**src/pkg/csp_pkg.sv**
```systemverilog
`default_nettype none
package csp_pkg;
    localparam int CSP_CNT_W = 32;
    localparam int CSP_FIFO_DEPTH = 16;
    localparam int CSP_CLK_PERIOD_NS = 25;
    // Slow timebase period: 10 us gives 100 kHz, for gates slower than 0.01 Hz
    localparam int CSP_SLOW_TB_PERIOD_NS = 10000;
    localparam int CSP_SLOW_TB_CYCLES = CSP_SLOW_TB_PERIOD_NS / CSP_CLK_PERIOD_NS;
    localparam logic [15:0] CSP_SLOW_DIV_LAST = 16'(CSP_SLOW_TB_CYCLES - 1);
    localparam logic [CSP_CNT_W-1:0] CSP_CNT_ZERO = 32'h0;
    localparam logic [CSP_CNT_W-1:0] CSP_CNT_ONE = 32'h1;

    typedef enum logic [3:0] {
        CSP_IDLE = 4'h1,
        CSP_WAIT = 4'h2,
        CSP_COUNT = 4'h4,
        CSP_DONE = 4'h8
    } csp_state_t;

    typedef enum logic [1:0] {
        CSP_MODE_SINGLE_SEMI = 2'h0,
        CSP_MODE_SINGLE_PW = 2'h1,
        CSP_MODE_BUF_SEMI = 2'h2,
        CSP_MODE_BUF_PERIOD = 2'h3
    } csp_mode_t;

    typedef enum logic [1:0] {
        CSP_SRC_FAST = 2'h0,
        CSP_SRC_SLOW = 2'h1,
        CSP_SRC_EXT = 2'h2
    } csp_src_t;

    typedef enum logic [1:0] {
        CSP_GATE_PFT = 2'h0,
        CSP_GATE_ITB = 2'h1,
        CSP_GATE_PULSE = 2'h2
    } csp_gate_t;

    typedef struct packed {
        csp_mode_t mode;
        logic gate_high;
        logic src_fall;
        csp_src_t src_sel;
        csp_gate_t gate_sel;
    } csp_cfg_t;

    typedef struct packed {
        logic [2:0] src_s;
        logic [2:0] pft_s;
        logic [2:0] itb_s;
        csp_state_t st;
        logic gate_prev;
        logic [CSP_CNT_W-1:0] cnt;
        logic [CSP_CNT_W-1:0] save;
        logic save_done;
        logic push;
        logic [CSP_CNT_W-1:0] push_data;
        logic lost;
        logic [15:0] div;
        logic slow_tick;
        logic pg_on;
        logic [CSP_CNT_W-1:0] pg_cnt;
    } csp_state_s_t;
endpackage : csp_pkg
`default_nettype wire

```
**src/verilog/csp_counter.sv**
```systemverilog
`timescale 1ns/100ps
`default_nettype none

module csp_fifo
    import csp_pkg::*;
#(
    parameter int W = CSP_CNT_W,
    parameter int D = CSP_FIFO_DEPTH
) (
    input wire logic core_clk,
    input wire logic arst_n,
    input wire logic in_valid,
    output logic in_ready,
    input wire logic [W-1:0] in_data,
    output logic out_valid,
    input wire logic out_ready,
    output logic [W-1:0] out_data
);
    localparam int AW = $clog2(D);
    logic [W-1:0] mem [D];
    logic [AW-1:0] wr_r;
    logic [AW-1:0] rd_r;
    logic [AW:0] fill_r;
    logic do_wr;
    logic do_rd;

    assign in_ready = (fill_r != (AW+1)'(D));
    assign out_valid = (fill_r != '0);
    assign out_data = mem[rd_r];
    assign do_wr = in_valid & in_ready;
    assign do_rd = out_valid & out_ready;

    always_ff @(posedge core_clk) begin
        if (do_wr) begin
            mem[wr_r] <= in_data;
        end
    end

    always_ff @(posedge core_clk or negedge arst_n) begin
        if (!arst_n) begin
            wr_r <= '0;
            rd_r <= '0;
            fill_r <= '0;
        end else begin
            if (do_wr) begin
                wr_r <= wr_r + AW'(1);
            end
            if (do_rd) begin
                rd_r <= rd_r + AW'(1);
            end
            fill_r <= fill_r + (AW+1)'(do_wr) - (AW+1)'(do_rd);
        end
    end
endmodule : csp_fifo

module csp_counter
    import csp_pkg::*;
(
    input wire logic core_clk,
    input wire logic arst_n,
    input wire csp_cfg_t cfg,
    input wire logic arm,
    input wire logic disarm,
    input wire logic pg_start,
    input wire logic [CSP_CNT_W-1:0] pg_width,
    input wire logic ext_source,
    input wire logic programmable_function_terminal,
    input wire logic interboard_trigger_bus,
    output logic out_valid,
    input wire logic out_ready,
    output logic [CSP_CNT_W-1:0] out_count,
    output logic [CSP_CNT_W-1:0] save_value,
    output logic save_done,
    output logic pulse_out,
    output logic capture_lost,
    output logic busy
);
    function automatic logic csp_rise(input logic [2:0] s);
        return s[1] & ~s[2];
    endfunction

    function automatic logic csp_fall(input logic [2:0] s);
        return ~s[1] & s[2];
    endfunction

    csp_state_s_t r;
    csp_state_s_t n;
    logic fifo_ready;
    logic ext_edge;
    logic src_edge;
    logic gate_lvl;
    logic gate_act;
    logic prev_act;
    logic act_edge;
    logic any_edge;
    logic buffered;
    logic cap;

    // ------------------------------------------------------------
    // Source and gate selection
    // ------------------------------------------------------------
    assign ext_edge = cfg.src_fall ? csp_fall(r.src_s) : csp_rise(r.src_s);
    always_comb begin
        case (cfg.src_sel)
            CSP_SRC_FAST: src_edge = 1'b1;
            CSP_SRC_SLOW: src_edge = r.slow_tick;
            default: src_edge = ext_edge;
        endcase
        case (cfg.gate_sel)
            CSP_GATE_PFT: gate_lvl = r.pft_s[1];
            CSP_GATE_ITB: gate_lvl = r.itb_s[1];
            default: gate_lvl = r.pg_on;
        endcase
    end
    assign gate_act = cfg.gate_high ? gate_lvl : ~gate_lvl;
    assign prev_act = cfg.gate_high ? r.gate_prev : ~r.gate_prev;
    assign act_edge = gate_act & ~prev_act;
    assign any_edge = gate_lvl ^ r.gate_prev;
    assign buffered = cfg.mode[1];
    assign cap = (cfg.mode == CSP_MODE_BUF_SEMI) ? any_edge : act_edge;

    // ------------------------------------------------------------
    // Next state
    // ------------------------------------------------------------
    always_comb begin
        n = r;
        n.src_s = {r.src_s[1:0], ext_source};
        n.pft_s = {r.pft_s[1:0], programmable_function_terminal};
        n.itb_s = {r.itb_s[1:0], interboard_trigger_bus};
        n.gate_prev = gate_lvl;
        n.push = 1'b0;
        n.slow_tick = 1'b0;
        if (r.div == CSP_SLOW_DIV_LAST) begin
            n.div = 16'h0;
            n.slow_tick = 1'b1;
        end else begin
            n.div = r.div + 16'h1;
        end
        if (r.push && !fifo_ready) begin
            n.lost = 1'b1;
        end
        // Pulse generator: width counted in external Source edges
        if (!r.pg_on) begin
            if (pg_start && pg_width != CSP_CNT_ZERO) begin
                n.pg_on = 1'b1;
                n.pg_cnt = CSP_CNT_ZERO;
            end
        end else if (ext_edge) begin
            n.pg_cnt = r.pg_cnt + CSP_CNT_ONE;
            if (r.pg_cnt + CSP_CNT_ONE == pg_width) begin
                n.pg_on = 1'b0;
            end
        end
        case (r.st)
            CSP_WAIT: begin
                if (act_edge) begin
                    n.st = CSP_COUNT;
                    n.cnt = src_edge ? CSP_CNT_ONE : CSP_CNT_ZERO;
                end
            end
            CSP_COUNT: begin
                if (!buffered) begin
                    if (!gate_act) begin
                        n.save = r.cnt;
                        n.save_done = 1'b1;
                        n.st = CSP_DONE;
                    end else if (src_edge) begin
                        n.cnt = r.cnt + CSP_CNT_ONE;
                    end
                end else if (cap) begin
                    n.save = r.cnt;
                    n.push = 1'b1;
                    n.push_data = r.cnt;
                    n.cnt = src_edge ? CSP_CNT_ONE : CSP_CNT_ZERO;
                end else if (src_edge) begin
                    n.cnt = r.cnt + CSP_CNT_ONE;
                end
            end
            default: begin
            end
        endcase
        if (disarm) begin
            n.st = CSP_IDLE;
        end else if (arm) begin
            n.st = buffered ? CSP_COUNT : CSP_WAIT;
            n.cnt = CSP_CNT_ZERO;
            n.save_done = 1'b0;
            n.lost = r.push && !fifo_ready;
        end
    end

    always_ff @(posedge core_clk or negedge arst_n) begin
        if (!arst_n) begin
            r <= '{st: CSP_IDLE, default: '0};
        end else begin
            r <= n;
        end
    end

    csp_fifo #(.W(CSP_CNT_W), .D(CSP_FIFO_DEPTH)) u_fifo (
        .core_clk(core_clk),
        .arst_n(arst_n),
        .in_valid(r.push),
        .in_ready(fifo_ready),
        .in_data(r.push_data),
        .out_valid(out_valid),
        .out_ready(out_ready),
        .out_data(out_count)
    );

    assign save_value = r.save;
    assign save_done = r.save_done;
    assign pulse_out = r.pg_on;
    assign capture_lost = r.lost;
    assign busy = (r.st == CSP_WAIT) || (r.st == CSP_COUNT);

    // ------------------------------------------------------------
    // Assertions
    // ------------------------------------------------------------
    property p_done_holds;
        @(posedge core_clk) disable iff (!arst_n)
        (r.st == CSP_DONE && !arm && !disarm) |=> (r.st == CSP_DONE) && $stable(r.save);
    endproperty
    a_done_holds: assert property (p_done_holds) else $error("single result changed after stop");

    property p_single_latch;
        @(posedge core_clk) disable iff (!arst_n)
        (r.st == CSP_COUNT && !buffered && !gate_act && !arm && !disarm)
        |=> save_done && (save_value == $past(r.cnt));
    endproperty
    a_single_latch: assert property (p_single_latch) else $error("single latch wrong");

    property p_buf_capture;
        @(posedge core_clk) disable iff (!arst_n)
        (r.st == CSP_COUNT && buffered && cap && !arm && !disarm)
        |=> r.push && (r.push_data == $past(r.cnt));
    endproperty
    a_buf_capture: assert property (p_buf_capture) else $error("buffered capture missed");

    property p_restart;
        @(posedge core_clk) disable iff (!arst_n)
        (r.st == CSP_COUNT && buffered && cap && !arm && !disarm)
        |=> r.cnt == ($past(src_edge) ? CSP_CNT_ONE : CSP_CNT_ZERO);
    endproperty
    a_restart: assert property (p_restart) else $error("count not restarted");

    property p_arm_start;
        @(posedge core_clk) disable iff (!arst_n)
        (arm && !disarm && buffered) |=> (r.st == CSP_COUNT) && (r.cnt == '0);
    endproperty
    a_arm_start: assert property (p_arm_start) else $error("arm did not start count");

    property p_lost;
        @(posedge core_clk) disable iff (!arst_n)
        (r.push && !fifo_ready) |=> capture_lost;
    endproperty
    a_lost: assert property (p_lost) else $error("dropped capture not flagged");

    property p_pulse_end;
        @(posedge core_clk) disable iff (!arst_n)
        (r.pg_on && ext_edge && (r.pg_cnt + CSP_CNT_ONE == pg_width)) |=> !pulse_out;
    endproperty
    a_pulse_end: assert property (p_pulse_end) else $error("pulse width wrong");

    property p_slow_tick;
        @(posedge core_clk) disable iff (!arst_n)
        $rose(r.slow_tick) |=> !r.slow_tick [*8];
    endproperty
    a_slow_tick: assert property (p_slow_tick) else $error("slow timebase too fast");

    property p_one_inc;
        @(posedge core_clk) disable iff (!arst_n)
        (r.st == CSP_COUNT && !cap && gate_act && !arm && !disarm)
        |=> (r.cnt - $past(r.cnt)) <= CSP_CNT_ONE;
    endproperty
    a_one_inc: assert property (p_one_inc) else $error("more than one increment");
endmodule : csp_counter
`default_nettype wire

```
**config.mk**
```make
export PLATFORM = sky130hd
export DESIGN_NAME = csp_counter
export DESIGN_NICKNAME = d
export VERILOG_FILES = /design/src/pkg/csp_pkg.sv /design/src/verilog/csp_counter.sv
export SDC_FILE = /design/constraint.sdc
export NUM_CORES = 1
export LEC_CHECK = 0
export ABC_AREA = 0
export BUFFER_PORTS_ARGS = -buffer_cell sky130_fd_sc_hd__buf_2
export CORE_UTILIZATION = 45
export DETAILED_ROUTE_END_ITERATION = 10
export GPL_TIMING_DRIVEN = 0
export PLACE_DENSITY = 0.71
export RECOVER_POWER = 50
export SLEW_MARGIN = 20
export SYNTH_ARGS = -nofsm -noshare
export SYNTH_HDL_FRONTEND = slang
export SYNTH_SLANG_ARGS = --single-unit
```
**constraint.sdc**
```tcl
create_clock -name core_clk -period 5.49 [get_ports core_clk]
set_input_delay 0.549 -clock core_clk [delete_from_list [all_inputs] [get_ports core_clk]]
set_output_delay 0.549 -clock core_clk [all_outputs]
set_load 0.005 [all_outputs]
```
==> results.md <==
- Critical Path Sink Type: primary output
- Post-Place Setup Slack: 1.77 ns
- Worst path bufs/invs: 4
- Starting density of the core: 45.5%
- Max-cap check violation count: 1
- CTS tree: built
- DR vias: 16575
- PD cells: 397 nW/um2
- Final setup violation count: 0
- Die Ht: 254 um
- Fraction of layout cells with a size suffix above 1: 27.0%
- Synth top area cells: edfxtp_1 (54%), dfrtp_1 (15%), mux4_2 (13%), o21ai_0 (1.8%), nand2_1 (1.6%)
- Final setup TNS: 0 ns
- Mapped Nets: 1777
- Final worst slack: 1.22 ns
- RSZ-0062 raised after global routing: false
- Final Cell Area: 33100 um2
- DRT Pass-1 Iters: 6
- DIE WIDTH: 254 um
- Row count: 92
- Post-CTS Setup Repair Bufs: 0
- Overflow after GRT: 0
- Routed vias/inst: 5.84
- Top delay family on crit path: buffers and inverters
- Port Buffers: 116
- Leakage: 11.8 nW
- CTS sink count: 686
- Worst EP required: 4.94 ns
- Mean Syn Cell Area: 16.7 um2
- DRC viols: 0
- Die area: 64600 um2
- Worst Hold Class: input pin to register
- Worst-path clk slew: 0.06 ns
- Reg-to-Reg Start: r[0]$_DFFE_PN0P_
- Worst-Margin Slew: 3.71 ns
- Critical path arrival: 3.72 ns
- Min-Delay Startpoint: interboard_trigger_bus
- Count leader, synth: edfxtp_1
- CP Max Fanout: 10
- Prevailing post-synth register cell: edfxtp_1
- TritonCTS Buffers: 72
- Clock skew: 0.0231 ns
- Failing checks: capacitance limit, slew limit
- Min Tclk post-route: 4.27 ns
- WL final: 68400 um
- #FFs+latches synth: 686
- Achievable Freq: 0.234 GHz
- Top cells by count, synth: edfxtp_1 (512), dfrtp_1 (173), mux4_2 (160), nand2_1 (124), o21ai_0 (102)
- Boundary Pins: 118
- Slew Limit Headroom: -148%
- Tcrit/Tclk final: 77.8%
- Synth warn: 0
- GPL Wtd Cong: 0.870
- Pin count of the biggest net entering global routing: 99
- Root buf cell: clkbuf_16
- 1st-iter DRT viols: 1730
- Status: finished, violations left
- Mapped cell area: 28600 um2
- Number of global-route vias before repair: 16807
- Detailed Place HPWL: 44300 um
- Worst Setup Start Kind: register
- Tot Pwr: 13.1 mW
- Final Max Slew Viols: 77
- Core area: 63000 um2
- Post-synth EDFFs: 512
- Synth area leader: edfxtp_1
- Post_cts resized: 0
- Placed inst area: 30800 um2
- Area grow syn2layout: 15.8%
- Slowest stage cell, crit path: buf_1
- Routed length per instance: 24.1 um
- Worst-path cell chain: clkbuf_1 > clkbuf_1 > buf_1 > mux4_2 > mux4_2 > buf_2
- Cts-stage hold buffer count: 1
- Cell variety after synth: 70
- First-pass GRT wire length: 103000 um
- Area share of the largest cell type after synthesis: 53.7%
- GRT Resource Usage Total: 21.7%
- WS Path Type: register to primary output
- Fillers: 5005
- Critical path origin: u_fifo.rd_r[0]$_DFFE_PN0P_
- Htree depth: 3
- Critical path's largest stage delay: 0.84 ns
- IR drop worst, VDD: 0.266 mV
- Initial antenna violation count: 0
- Async set-reset flop share out of synthesis: 25.4%
- Gate Count Post-Synth: 1713
- CTS max path bufs: 3
- Layout net count: 2001
- N_diodes: 0
- Final hold viol count: 0
- Part of the Yosys area used for sequential elements: 68.9%
- Clk_lat worst skew: 0.62 ns
- Remaining antenna violation count after routing: 0
[flip-flops by register name, indices dropped and copies added, names as in the netlist]
| register | count |
|---|---|
| u_fifo.wr_r | 4 |
| save_done | 1 |
| r | 120 |
| n | 6 |
| u_fifo.mem | 512 |
| u_fifo.fill_r | 5 |
| pulse_out | 1 |
| capture_lost | 1 |
| u_fifo.rd_r | 4 |
| save_value | 32 |
[cell type report]
| class | instances | area [um2] | area share, % |
|---|---|---|---|
| tap | 846 | 1060 | 3.19 |
| buffer | 123 | 626 | 1.89 |
| sequential | 686 | 19700 | 59.5 |
| multi-input combinational | 877 | 8250 | 24.9 |
| inverter | 27 | 101 | 0.306 |
| timing repair buffer | 150 | 1030 | 3.10 |
| clock inverter | 37 | 429 | 1.29 |
| clock buffer | 94 | 1930 | 5.81 |
[per-stage QoR]
step | cells | hold WS [ns] | util [%]
floorplan | 1713 | 0.253 | -
global placement | 2675 | 0.333 | 48.1
detailed placement | 2708 | 0.335 | 48.9
CTS | 2840 | 0.0177 | 52.6
global route | 2840 | 0.0242 | 52.6
finish | 2840 | 0.0516 | 52.6
[power by group]
| group | internal (mW) | leakage [nW] | total (mW) | switching (mW) |
|---|---|---|---|---|
| clock | 2.84 | 1.15 | 4.85 | 2.01 |
| sequential | 5.59 | 7.05 | 5.64 | 0.0503 |
| combinational | 1.21 | 3.58 | 2.65 | 1.44 |
[worst paths after layout]
kind / cells past startpoint / slack (ns) / end
worst max-delay path: 6 / 1.22 / out_count[0]
worst min-delay path: 1 / 0.05 / n[155]$_DFF_PN0_
worst max register to register: 9 / 2.10 / pulse_out$_DFF_PN0_
worst min register to register: 0 / 0.35 / n[156]$_DFF_PN0_
max in group asynchronous: 2 / 1.43 / r[54]$_DFFE_PN0P_
min in group asynchronous: 2 / 1.97 / r[73]$_DFFE_PN0P_
[routing by layer]
| layer | wire length, um | share of wire, % | up-vias | GRT usage, % |
|---|---|---|---|---|
| met4 | 1480 | 2.2 | 0 | 5.80 |
| met2 | 33900 | 50 | 707 | 36.3 |
| met1 | 28100 | 41 | 8567 | 29.6 |
| li1 | - | - | 7182 | - |
| met5 | 0 | 0 | - | 0 |
| met3 | 4810 | 7.0 | 119 | 3.56 |
[cells in the final DEF (no fill, tap or decap), drive strengths merged, types with 5 or more instances in the layout]
cell     count
edfxtp     512
nand2b       6
o31ai       16
nor2        50
dfrtp      173
nor3        19
xnor2       45
inv         31
bufinv       7
nor4        22
a211oi       6
nor3b        5
nand2      124
and3        17
a31oi       18
mux2        35
clkbuf     160
a21o         7
clkinv      24
nand4       22
a311oi      11
ha          14
mux4       160
xor2        28
a21oi       35
o2111ai      6
nand3       36
and2        24
buf        205
a41oi        8
nor2b        9
o21ai      105
[cells by family after synthesis]
| kind of cell | after synthesis | synth area share (%) |
|---|---|---|
| flip-flops | 686 | 68.9 |
| AO/OA/AOI/OAI | 233 | 5.02 |
| AND/OR/NAND/NOR | 360 | 6.63 |
| buffers and inverters | 150 | 2.50 |
| adder cells (fa/ha/maj) | 15 | 0.682 |
| multiplexers | 196 | 14.0 |
| XOR/XNOR | 73 | 2.26 |
[worst register-to-register path: cells and delay by family, from the launching register on]
family,cells,cell delay (ns)
compound gates,2,0.73
xor+xnor,1,0.17
fa+ha+maj,1,0.33
buf+inv,1,0.18
flops,1,0.43
simple gates,4,1.42
(Power assumes the default switching activity.)
